==> src/hdl/dqrc_pkg.sv <==
package dqrc_pkg;
    // Clock period of sys_clk
    localparam int CLK_PERIOD_NS = 40;
    // Least waits in ns; plain defaults, round up to cycles
    localparam int ENTRY_DELAY_NS  = 150;
    localparam int EXIT_DELAY_NS   = 150;
    localparam int SETTLE_SHORT_NS = 80;
    localparam int SETTLE_LONG_NS  = 250;
    localparam int ENTRY_CYC        = (ENTRY_DELAY_NS + CLK_PERIOD_NS - 1) / CLK_PERIOD_NS;
    localparam int EXIT_CYC         = (EXIT_DELAY_NS + CLK_PERIOD_NS - 1) / CLK_PERIOD_NS;
    localparam int SETTLE_SHORT_CYC = (SETTLE_SHORT_NS + CLK_PERIOD_NS - 1) / CLK_PERIOD_NS;
    localparam int SETTLE_LONG_CYC  = (SETTLE_LONG_NS + CLK_PERIOD_NS - 1) / CLK_PERIOD_NS;
    // Mode register write spacing while single-device addressing is on
    localparam int SDA_MRS_CYC      = 10;
    // Code step beyond which the long settling time applies
    localparam logic [5:0] LONG_STEP = 6'h04;
    // Direct termination latencies in cycles
    localparam int TERM_ON_LAT  = 3;
    localparam int TERM_OFF_LAT = 2;
    localparam int TERM_DEPTH   = 4;
    // Mode register numbers
    localparam logic [2:0] MR_TERM = 3'h1;
    localparam logic [2:0] MR_ADDR = 3'h3;
    localparam logic [2:0] MR_REF  = 3'h6;
    // Field positions
    localparam int ADDR_MODE_BIT = 4;
    localparam int REF_EN_BIT    = 7;
    localparam int REF_RANGE_BIT = 6;
    localparam int NOM_TERM_LO   = 8;
    localparam int NOM_TERM_HI   = 10;
    // Highest defined level code
    localparam logic [5:0] CODE_MAX = 6'h32;
    // Link command set
    typedef enum logic [2:0] {CMD_DES, CMD_ACT, CMD_WR, CMD_WRA, CMD_RD, CMD_RDA, CMD_PRE, CMD_MRS} dqrc_cmd_t;
    // Controller register offsets
    localparam logic [7:0] OFS_CMD    = 8'h00;
    localparam logic [7:0] OFS_STATUS = 8'h04;
    localparam logic [7:0] OFS_MR3IMG = 8'h08;
    localparam logic [7:0] OFS_MR1IMG = 8'h0c;
    // Command register fields
    localparam int CMD_CODE_LO  = 8;
    localparam int CMD_RANGE    = 16;
    localparam int CMD_QUAL     = 20;
    localparam int STAT_ERR_BIT = 10;
    // Command register operations
    localparam logic [3:0] OP_ENTER   = 4'h1;
    localparam logic [3:0] OP_SET     = 4'h2;
    localparam logic [3:0] OP_EXIT    = 4'h3;
    localparam logic [3:0] OP_SDA_ON  = 4'h4;
    localparam logic [3:0] OP_SDA_OFF = 4'h5;
    localparam logic [3:0] OP_ACT     = 4'h6;
    localparam logic [3:0] OP_WR      = 4'h7;
    localparam logic [3:0] OP_RD      = 4'h8;
    localparam logic [3:0] OP_PRE     = 4'h9;
    localparam logic [3:0] OP_TRM     = 4'ha;
    // Reset values of the image registers
    localparam logic [10:0] MR3IMG_RST = 11'h000;
    localparam logic [10:0] MR1IMG_RST = 11'h000;
endpackage

==> src/hdl/dqrc_link_if.sv <==
`timescale 1ns/100ps
interface dqrc_link_if;
    import dqrc_pkg::*;
    dqrc_cmd_t   cmd;          // Command, DES when idle
    logic [2:0]  mrIdx;        // Mode register number
    logic [10:0] mrData;       // Mode register contents
    logic        qualStrobe;   // Qualifier strobe, cycle after a mode write
    logic        laneZeroQual; // Lane-zero qualifier, low selects
    logic        termCtl;      // Termination control pin
    modport ctrl (output cmd, mrIdx, mrData, qualStrobe, laneZeroQual, termCtl);
    modport dev  (input cmd, mrIdx, mrData, qualStrobe, laneZeroQual, termCtl);
endinterface

==> src/hdl/dqrc_ctrl.sv <==
// Register access over APB and the register offsets were left to the implementer.
`timescale 1ns/100ps
// How it works
// Device obeys mode writes only with low qualifier
// Addressing mode enabled by setting control bit four
// Clearing bit four, qualifier low, leaves addressing mode
// Exit write carries the whole control register
// Qualifier strobed like writes; no dynamic termination
// Nominal termination follows pin with direct latencies
// Reference undefined until programmed; program before use
// Bit seven enables calibration; bit six range
// Codes step from base; above 50 reserved
// Range and level writable while calibration off
// Entry write sets enable and range, level ignored
// Wait entry delay before calibration commands
// Only listed commands allowed in calibration mode
// Dummy writes accepted before first level change
// Level writes keep enable and entry range
// Enable cleared in calibration exits, keeps stored
// Wait settling time after each level write
// Both modes together: only reference mode writes; the code also accepts the addressing exit write (OP_SDA_OFF) then
// Last written range and level apply after exit
// Exit only when idle, then deselects only
// Final level write precedes the exit write
// Range chosen only in the entry write
// Calibration flag gates commands and register writes
module dqrc_ctrl
    import dqrc_pkg::*;
(
    // Clock and reset
    input  wire logic        sys_clk,
    input  wire logic        resetn,
    // APB slave
    input  wire logic        psel,
    input  wire logic        penable,
    input  wire logic        pwrite,
    input  wire logic [7:0]  paddr,
    input  wire logic [31:0] pwdata,
    output logic [31:0]      prdata,
    output logic             pready,
    output logic             pslverr,
    // Link to the device
    dqrc_link_if.ctrl        lnk
);
    typedef enum {ST_IDLE, ST_QUAL, ST_WAIT} dqrc_state_t;

    dqrc_state_t state_q;          // Sequencer state
    logic [7:0]  wait_q;           // Wait countdown
    dqrc_cmd_t   cmd_q;            // Link command
    logic [2:0]  mrIdx_q;          // Link mode register number
    logic [10:0] mrData_q;         // Link mode register contents
    logic        strobe_q;         // Qualifier strobe
    logic        qual_q;           // Qualifier level
    logic        term_q;           // Termination pin
    logic        qualPend_q;       // Qualifier to drive next
    logic [7:0]  waitLoad_q;       // Wait after the current command
    logic        cal_q;            // Device in calibration mode
    logic        sda_q;            // Device in addressing mode
    logic        bankOpen_q;       // A row is open
    logic        refProg_q;        // Reference has been programmed
    logic        range_q;          // Range chosen at entry
    logic [5:0]  code_q;           // Last level written
    logic        err_q;            // Refused order, sticky
    logic [10:0] adrImg_q;         // Addressing control image
    logic [10:0] trmImg_q;         // Termination image
    logic [31:0] prdata_q;
    logic        pready_q;
    logic        pslverr_q;
    logic        wrAcc;            // Write access phase
    logic        cmdWr;            // Order written
    logic [3:0]  op;
    logic        legal;

    // Legal orders for the present mode
    function automatic logic opLegal(input logic [3:0] o, input logic cal, input logic sda,
                                     input logic open, input logic prog);
        logic isMrs;
        isMrs = (o == OP_ENTER) || (o == OP_SET) || (o == OP_EXIT) || (o == OP_SDA_ON)
             || (o == OP_SDA_OFF) || (o == OP_TRM);
        case (o)
            OP_ENTER:   opLegal = !cal;
            OP_SET:     opLegal = cal;
            OP_EXIT:    opLegal = cal && !open;
            OP_SDA_ON:  opLegal = !sda;
            OP_SDA_OFF: opLegal = sda;
            OP_TRM:     opLegal = !cal;
            OP_ACT:     opLegal = !open && (cal || prog);
            OP_WR:      opLegal = open;
            OP_RD:      opLegal = open;
            OP_PRE:     opLegal = 1'b1;
            default:    opLegal = 1'b0;
        endcase
        if (sda && !isMrs) begin
            opLegal = 1'b0;
        end
    endfunction

    assign wrAcc = psel && penable && pwrite;
    assign cmdWr = wrAcc && paddr == OFS_CMD;
    assign op    = pwdata[3:0];
    assign legal = opLegal(op, cal_q, sda_q, bankOpen_q, refProg_q);

    // APB answer, zero wait states, data set up in the setup phase
    always_ff @(posedge sys_clk) begin
        if (!resetn) begin
            prdata_q  <= 32'h0000_0000;
            pready_q  <= 1'b0;
            pslverr_q <= 1'b0;
        end else begin
            pready_q <= 1'b1;
            if (psel && !penable) begin
                pslverr_q <= !(paddr == OFS_CMD || paddr == OFS_STATUS || paddr == OFS_MR3IMG
                               || paddr == OFS_MR1IMG);
                case (paddr)
                    OFS_STATUS: prdata_q <= {21'h000000, err_q, code_q, range_q, sda_q, cal_q,
                                             state_q != ST_IDLE};
                    OFS_MR3IMG: prdata_q <= {21'h000000, adrImg_q};
                    OFS_MR1IMG: prdata_q <= {21'h000000, trmImg_q};
                    default:    prdata_q <= 32'h0000_0000;
                endcase
            end
        end
    end

    // Mode images written by software
    always_ff @(posedge sys_clk) begin
        if (!resetn) begin
            adrImg_q <= MR3IMG_RST;
            trmImg_q <= MR1IMG_RST;
        end else if (wrAcc && paddr == OFS_MR3IMG) begin
            adrImg_q <= pwdata[10:0];
        end else if (wrAcc && paddr == OFS_MR1IMG) begin
            trmImg_q <= pwdata[10:0];
        end
    end

    // Refused orders; a new refusal wins over the clear
    always_ff @(posedge sys_clk) begin
        if (!resetn) begin
            err_q <= 1'b0;
        end else if (cmdWr && (state_q != ST_IDLE || !legal)) begin
            err_q <= 1'b1;
        end else if (wrAcc && paddr == OFS_STATUS && pwdata[STAT_ERR_BIT]) begin
            err_q <= 1'b0;
        end
    end

    // Sequencer: issue, strobe qualifier, wait out the delay
    always_ff @(posedge sys_clk) begin
        if (!resetn) begin
            state_q    <= ST_IDLE;
            wait_q     <= 8'h00;
            cmd_q      <= CMD_DES;
            mrIdx_q    <= 3'h0;
            mrData_q   <= 11'h000;
            strobe_q   <= 1'b0;
            qual_q     <= 1'b0;
            term_q     <= 1'b0;
            qualPend_q <= 1'b0;
            waitLoad_q <= 8'h00;
            cal_q      <= 1'b0;
            sda_q      <= 1'b0;
            bankOpen_q <= 1'b0;
            refProg_q  <= 1'b0;
            range_q    <= 1'b0;
            code_q     <= 6'h00;
        end else begin
            cmd_q    <= CMD_DES;
            strobe_q <= 1'b0;
            term_q   <= 1'b0;
            case (state_q)
                ST_IDLE: begin
                    if (cmdWr && legal) begin
                        qualPend_q <= sda_q || op == OP_SDA_OFF;
                        qual_q     <= (op == OP_SDA_OFF) ? 1'b0 : pwdata[CMD_QUAL];
                        waitLoad_q <= sda_q ? 8'(SDA_MRS_CYC) : 8'h01;
                        state_q    <= (sda_q || op == OP_SDA_OFF) ? ST_QUAL : ST_WAIT;
                        wait_q     <= 8'h01;
                        cmd_q      <= CMD_MRS;
                        case (op)
                            OP_ENTER: begin
                                mrIdx_q    <= MR_REF;
                                mrData_q   <= {3'h0, 1'b1, pwdata[CMD_RANGE], 6'h00};
                                range_q    <= pwdata[CMD_RANGE];
                                cal_q      <= !sda_q || !pwdata[CMD_QUAL];
                                waitLoad_q <= 8'(ENTRY_CYC);
                            end
                            OP_SET: begin
                                mrIdx_q    <= MR_REF;
                                mrData_q   <= {3'h0, 1'b1, range_q, pwdata[CMD_CODE_LO+5:CMD_CODE_LO]};
                                code_q     <= pwdata[CMD_CODE_LO+5:CMD_CODE_LO];
                                waitLoad_q <= 8'(SETTLE_LONG_CYC);
                            end
                            OP_EXIT: begin
                                mrIdx_q    <= MR_REF;
                                mrData_q   <= {3'h0, 1'b0, range_q, code_q};
                                cal_q      <= sda_q && pwdata[CMD_QUAL];
                                refProg_q  <= 1'b1;
                                waitLoad_q <= 8'(EXIT_CYC);
                            end
                            OP_SDA_ON: begin
                                mrIdx_q  <= MR_ADDR;
                                mrData_q <= adrImg_q | (11'h001 << ADDR_MODE_BIT);
                                sda_q    <= 1'b1;
                            end
                            OP_SDA_OFF: begin
                                mrIdx_q  <= MR_ADDR;
                                mrData_q <= adrImg_q & ~(11'h001 << ADDR_MODE_BIT);
                                sda_q    <= 1'b0;
                            end
                            OP_TRM: begin
                                mrIdx_q  <= MR_TERM;
                                mrData_q <= trmImg_q;
                            end
                            OP_ACT: begin
                                cmd_q      <= CMD_ACT;
                                bankOpen_q <= 1'b1;
                            end
                            OP_WR: begin
                                cmd_q <= CMD_WR;
                            end
                            OP_RD: begin
                                cmd_q <= CMD_RD;
                            end
                            default: begin
                                cmd_q      <= CMD_PRE;
                                bankOpen_q <= 1'b0;
                            end
                        endcase
                    end
                end
                ST_QUAL: begin
                    // Qualifier strobed one cycle after the mode write
                    strobe_q <= qualPend_q;
                    term_q   <= |trmImg_q[NOM_TERM_HI:NOM_TERM_LO];
                    wait_q   <= waitLoad_q;
                    state_q  <= ST_WAIT;
                end
                ST_WAIT: begin
                    if (wait_q <= 8'h01) begin
                        state_q <= ST_IDLE;
                        if (waitLoad_q != 8'h00 && wait_q == 8'h01 && !qualPend_q) begin
                            wait_q     <= waitLoad_q;
                            waitLoad_q <= 8'h00;
                            state_q    <= ST_WAIT;
                        end
                    end else begin
                        wait_q <= wait_q - 8'h01;
                    end
                end
                default: state_q <= ST_IDLE;
            endcase
        end
    end

    assign prdata           = prdata_q;
    assign pready           = pready_q;
    assign pslverr          = pslverr_q;
    assign lnk.cmd          = cmd_q;
    assign lnk.mrIdx        = mrIdx_q;
    assign lnk.mrData       = mrData_q;
    assign lnk.qualStrobe   = strobe_q;
    assign lnk.laneZeroQual = qual_q;
    assign lnk.termCtl      = term_q;
endmodule

==> src/flat_wrapper.sv <==
// flat-port wrapper written by rule: the top's interface ports become plain ports
module dqrc_ctrl_flat import dqrc_pkg::*;
  (sys_clk, resetn, psel, penable, pwrite, paddr, pwdata, prdata, pready, pslverr, lnk_cmd, lnk_mrIdx, lnk_mrData, lnk_qualStrobe, lnk_laneZeroQual, lnk_termCtl);
  dqrc_link_if lnk_i ();
  input  wire logic sys_clk;
  input  wire logic resetn;
  input  wire logic psel;
  input  wire logic penable;
  input  wire logic pwrite;
  input  wire logic [7:0] paddr;
  input  wire logic [31:0] pwdata;
  output logic [31:0] prdata;
  output logic pready;
  output logic pslverr;
  output wire logic [$bits(lnk_i.cmd)-1:0] lnk_cmd;
  output wire logic [$bits(lnk_i.mrIdx)-1:0] lnk_mrIdx;
  output wire logic [$bits(lnk_i.mrData)-1:0] lnk_mrData;
  output wire logic [$bits(lnk_i.qualStrobe)-1:0] lnk_qualStrobe;
  output wire logic [$bits(lnk_i.laneZeroQual)-1:0] lnk_laneZeroQual;
  output wire logic [$bits(lnk_i.termCtl)-1:0] lnk_termCtl;
  assign lnk_cmd = lnk_i.cmd;
  assign lnk_mrIdx = lnk_i.mrIdx;
  assign lnk_mrData = lnk_i.mrData;
  assign lnk_qualStrobe = lnk_i.qualStrobe;
  assign lnk_laneZeroQual = lnk_i.laneZeroQual;
  assign lnk_termCtl = lnk_i.termCtl;
  dqrc_ctrl u_core (.sys_clk(sys_clk), .resetn(resetn), .psel(psel), .penable(penable), .pwrite(pwrite), .paddr(paddr), .pwdata(pwdata), .prdata(prdata), .pready(pready), .pslverr(pslverr), .lnk(lnk_i));
endmodule
==> config.mk <==
export PLATFORM = sky130hd
export DESIGN_NAME = dqrc_ctrl_flat
export DESIGN_NICKNAME = d
export VERILOG_FILES = /design/src/hdl/dqrc_pkg.sv /design/src/hdl/dqrc_link_if.sv /design/src/hdl/dqrc_ctrl.sv /design/src/flat_wrapper.sv
export SDC_FILE = /design/constraint.sdc
export NUM_CORES = 1
export LEC_CHECK = 0
export BUFFER_PORTS_ARGS = -buffer_cell sky130_fd_sc_hd__clkbuf_2
export CAP_MARGIN = 20
export CORE_ASPECT_RATIO = 1.75
export CORE_MARGIN = 5
export CORE_UTILIZATION = 61
export CTS_BUF_LIST = sky130_fd_sc_hd__clkbuf_4 sky130_fd_sc_hd__clkbuf_8
export DETAILED_ROUTE_END_ITERATION = 8
export PLACE_DENSITY_LB_ADDON = 0.15
export RECOVER_POWER = 25
export SYNTH_ARGS = -nofsm -noshare
export SYNTH_HDL_FRONTEND = slang
export SYNTH_SLANG_ARGS = --single-unit
export TNS_END_PERCENT = 5
==> constraint.sdc <==
create_clock -name sys_clk -period 3.7 [get_ports sys_clk]
set_input_delay 0.37 -clock sys_clk [delete_from_list [all_inputs] [get_ports sys_clk]]
set_output_delay 0.37 -clock sys_clk [all_outputs]
set_load 0.02 [all_outputs]
* Word-level counts from Yosys, hierarchy flattened
Index checks and enable logic that the tools add are counted. Widths: inputs -> output; s select.
Storage, ports and cells: memories 0, input port bits 45, bits in writable memories 0, ROM bits 0, output and inout port bits 54, latch bits 0, word-level logic and storage cells 145, register bits 137
Operators by class: add/sub/neg operators 1, multiply operators 0, div/mod/pow operators 0, muxes and demuxes 28, bitwise logic cells 2, reduce and logical (&&, ||, !) cells 71, magnitude comparators 1, equality and inequality tests 20, shift-type cells 0
Operators by type and width (count):
- $pmux 32 s3 | 1
- $pmux 11 s6 | 1
- $mux 32 | 2
- $mux 8 | 6
- $pmux 11 s3 | 1
- $eq 32x1->1 const B | 1
- $eq 32x2->1 const B | 1
- $logic_not 32->1 | 1
- $pmux 8 s2 | 2
- $reduce_bool 32->1 | 1
- $reduce_and 3->1 | 10
- $pmux 8 s3 | 1
- $eq 4x3->1 const B | 4
- $eq 8x4->1 const B | 2
- $logic_and 1x1->1 | 16
- $eq 4x4->1 const B | 3
- $logic_or 1x1->1 | 12
- $pmux 3 s4 | 1
- $logic_not 1->1 | 9
- $pmux 3 s3 | 1
- $eq 4x2->1 const B | 2
- $eq 8x1->1 const B | 1
- $eq 8x3->1 const B | 1
- $le 8x1->1 const B | 1
- 21 further kinds | 42

* Depth between registers and ports, before layout
depth after elaboration 13, gate-level depth with buffers 9, gate-level depth less buffers 8

* Worst setup path after synthesis
No wires, ideal clock.
path kind reg2reg, start point register u_core.wait_q[0], end point register u_core.wait_q[7], period minus slack after synthesis 2118 ps, data required time 3630 ps, path buffers 1, data arrival time 2048 ps, stages on the path, launching flop included 9, setup time 70 ps, setup slack 1582 ps, cell sequence dfxtp_1 inv_1 ha_1 or2_1 a31oi_2 nand2_1 buf_2 or4_1 a21oi_1
Between the ends: cells in the longest elaborated chain, start to end 5, elaborated cells on any way between the ends 9, classes of those cells 1 x add/sub; 1 x order compare; 2 x eq/ne; 2 x mux; 3 x reduce/logical
RTL lines:
- start, declared | RTL line dqrc_ctrl.sv:48 | logic [7:0] wait_q;
- start signal, assigned | RTL line dqrc_ctrl.sv:236 | wait_q <= waitLoad_q;
- start signal, assigned | RTL line dqrc_ctrl.sv:243 | wait_q <= waitLoad_q;
- start signal, assigned | RTL line dqrc_ctrl.sv:248 | wait_q <= wait_q - 8'h01;
- parallel branches: the longest is 5 deep, another holds $sub 8x1->8
Parallel ways; which one is timed is not known. A chain may end at the register's enable or synchronous reset.

==> summary.md <==
| Metric | Value |
|---|---|
| Run status | finished with violations |
| Violated checks | capacitance limit, slew limit |
| Tmin final | 2.768 ns |
| Setup slack, reg-to-reg | 1.01 ns |
| Sort of element at the end of the critical path | flop |
| Sw Share | 26.69% |
| Total power density per cell area | 357.9 nW/um^2 |
| Worst hold-check path type | in -> reg |
| Power share of the combinational group | just over 8% |
| Number of vias per cell after detailed routing | 6.129 |
| Floorplan die area | slightly above 9000 sq um |
| Leading cell type in the layout, fill and taps excluded | sky130_fd_sc_hd__dfxtp_1 |
| Average cell area after synthesis | approximately 8.5 sq um |
| Max stage delay on crit path | approximately 1.3 ns |
| Maximum number of pins on one net before global-route repair | 41 |
| Worst min-delay path endpoint | u_core.adrImg_q[4] |
| Number of placed I/O pins | 99 |
| Layout fillers | 622 |
| Core Rows | 41 |
| Remaining Overflow, GRT | 0 |
| RSZ-0062 raised after global routing | no |
| Core region area | 7131 sq um |
| Peak clock frequency supported by timing | 361.3 MHz |
| Drt first pass iters | 5 |
| TritonCTS clock tree | built |
| Seq pwr share | between 50% and 60% |
| Root buffer cell | sky130_fd_sc_hd__clkbuf_8 |
| WS Path Type | in -> reg |
| First-pass GRT wire length | 18930 um |
| Number of warnings issued by yosys | 0 |
| Number of flops mapped to enable cells by yosys | 0 |
| Async SR Flop Fraction | 0% |
| Transition time of the tightest slew-check pin | 1.784 ns |
| Crit path arrival time | around 3.1 ns |
| Worst Clk Skew | 0.009136 ns |
| Final sum of negative setup slack | 0 ns |
| X dimension of the die | 74.25 um |
| Type of element launching the critical path | input pin |
| Library cell contributing the largest single delay on the critical path | sky130_fd_sc_hd__clkbuf_1 |
| Startpoint of the worst hold path | pwdata[4] |
| NumNets Final | between 600 and 700 |
| Number of max-cap violations | 1 |
| Vias in the first global route | 3902 |
| Hold path depth | 3 |
| Max H-tree Level | 3 |
| Largest delay share family, worst path | buffers and inverters |
| Share of synthesized area occupied by flip-flops and latches | 37.25% |
| Cts bufs inserted | 9 |
| Total routing usage reported by global routing | 27.11% |
| Detailed-route wire length | 11810 um |
| # placed instances | ~630 |
| Terminus of the critical flop-to-flop path | u_core.wait_q[4] |
| Number of inserted diodes | 0 |
| Cell leakage power | 1.932 nW |
| CP max FO | 40 |
| Share of post-route cells with drive strength above 1 | 15.96% |
| Max Buffers Root-to-Sink | 2 |
| Final-report setup violation count | 0 |
| Count of distinct cell types in the synthesized netlist | 75 |
| GRT Max-Usage Layer | met2 |
| Height of the die | 122.4 um |
| Number of routed nets with antenna violations | 0 |
| Combined buffer and inverter count along the critical path | 3 |
| Met1 track demand over resource | between 20 and 30% |
| Sum of net half-perimeters after detailed placement | ~8800 um |
| Power share of the clock group | 40.2% |
| Summed instance area of the synthesized netlist | 4407 sq um |
| Top flip-flop cell by instance count after synthesis | sky130_fd_sc_hd__dfxtp_1 |
| Number of storage elements in the synthesis netlist | 82 |
| Overall via count from detail_route | 3984 |
| Later-pin clock latency in the skew report | 0.37 ns |
| VDD IR-drop max | around 0.00028 V |
| Data required, critical path | 4.00 ns |
| Final slew viol count | 41 |
| # DRC | 0 |
| M3 GR Usage | 4.508% |
| Relative slew slack | -18.93% |
| Psw | 0.0004580 W |
| Final routed wire length divided by cell count | 18.17 um |
| Hold-fix buffer count after cts | 0 |
| Fin. Hold Viols | 0 |
| GR Util met2 | 48.89% |
| Non-filler cells, final | 650 |
| Internal cell power | 0.001258 W |
| Antenna violations before repair | 0 |
| Routability Congestion | approximately 0.87 |
| Critical-path cell list | clkbuf_1 > inv_1 > buf_4 > a21oi_2 > o2bb2ai_1 |
| DRT iter0 DRCs | 189 |
| Final critical-path share of the clock period | 74.80% |
| Commonest non-fill, non-tap cells in the layout | sky130_fd_sc_hd__dfxtp_1 (82), sky130_fd_sc_hd__nor2_1 (57), sky130_fd_sc_hd__nand2_1 (46), sky130_fd_sc_hd__a21oi_1 (46), sky130_fd_sc_hd__clkbuf_2 (35) |
| Total of buffers placed on input and output ports | between 60 and 70 |
| Worst Reg2Reg Path Length in Cells | 8 |
| Post-cts sizing count | 0 |
| Synth-to-layout area growth | 8.802% |
| Post-synthesis cell count | 518 |
| Initial Utilization | 61.80% |
| Clock edge transition at the registers on the reported setup and hold paths | 0.09 ns |
| Post-CTS setup buffers | 0 |
| Number of sinks driven by the clock tree | between 80 and 90 |
| RR Startpoint | u_core.wait_q[0] |
state kept, by name, summed over array words and instances, names as in the netlist, 2 cells and up:
name,count
u_core.state_q,2
u_core.code_q,6
u_core.lnk.cmd,3
u_core.adrImg_q,11
u_core.waitLoad_q,4
u_core.lnk.mrData,11
u_core.trmImg_q,11
u_core.prdata,11
u_core.wait_q,8
u_core.lnk.mrIdx,3
power by group through the flow:
stage,logic [W],clock network [W],registers (W)
floorplan,0.000118,0,0.000906
detailed placement,0.000140,0,0.000904
global placement,0.000138,0,0.000904
global route,0.000154,0.000740,0.000884
finish,0.000143,0.000689,0.000883
CTS,0.000141,0.000692,0.000883
final cells by class:
class,count,area (sq um),area share (%)
Multi-Input combinational cell,385,2457,51.25
Sequential cell,82,1642,34.24
Timing Repair Buffer,69,332.8,6.942
Clock buffer,10,137.6,2.871
Tap cell,86,107.6,2.244
Clock inverter,6,72.57,1.514
Inverter,12,45.04,0.9395
synth_stat cells, drive strengths merged, types with 6 or more instances:
library cell  number  area share (%)
mux2              11             2.8
inv               11            0.94
nand3              8            0.91
o2bb2ai           10             2.0
nand4              6            0.85
clkbuf            23             2.0
nor2              57             4.9
a221oi             6             1.2
a211oi             6             1.4
nor4               6            0.99
or3                6            0.85
a21oi             50             6.0
o21ai             26             3.0
buf               36             5.7
dfxtp             82              37
nor3               9             1.0
nand2             46             3.9
ha                 7             2.0
mux2i             23             5.2
a22oi             15             2.6
metal layers:
layer / wire [um] / vias up
met4: 521 / 0
met5: 0 / -
met1: 4311 / 1900
li1: - / 1912
met3: 482 / 41
met2: 6495 / 131
per-stage QoR:
step	hold WS (ns)	cell area [sq um]	total power, W	worst slack, ns	utilization, %
floorplan	0.3977	4482	0.001024	1.582	-
global placement	0.4497	4617	0.001043	1.096	64.75
detailed placement	0.4505	4617	0.001045	1.035	64.75
CTS	0.2309	4827	0.001716	1.013	67.70
global route	0.2340	4795	0.001778	0.6802	67.24
finish	0.2317	4795	0.001716	0.9325	67.24
cell families (layout without fill, tap and decap cells):
family          Yosys count  after routing  synth area share [%]
compound gates          151            151                 24.28
xor+xnor                  1              1                0.1988
fa+ha+maj                 7              7                 1.987
buf+inv                  71             97                 8.688
flops                    82             82                 37.25
mux                      34             34                 8.035
other cells               1             21               0.08510
simple gates            171            171                 19.48
tightest hold or removal path: cells and delay by family:
| kind | cells | cell delay [ns] |
|---|---|---|
| and+or+nand+nor | 1 | 0.05 |
| buffers and inverters | 1 | 0.09 |
| AOI/OAI and AO/OA | 1 | 0.05 |
worst max path at each step:
stage,depth (start not counted),to,from,slack (ns)
final,5,u_core.lnk.mrData[10],resetn,0.93
after global routing,5,u_core.lnk.mrData[5],resetn,0.68
after CTS,8,u_core.wait_q[4],u_core.wait_q[0],1.01
after detailed placement,8,u_core.wait_q[4],u_core.wait_q[0],1.04
after global placement,9,u_core.lnk.mrData[2],pwdata[3],1.10
after floorplan,8,u_core.wait_q[7],u_core.wait_q[0],1.58
Note: power is estimated with default switching activity, not from simulation.
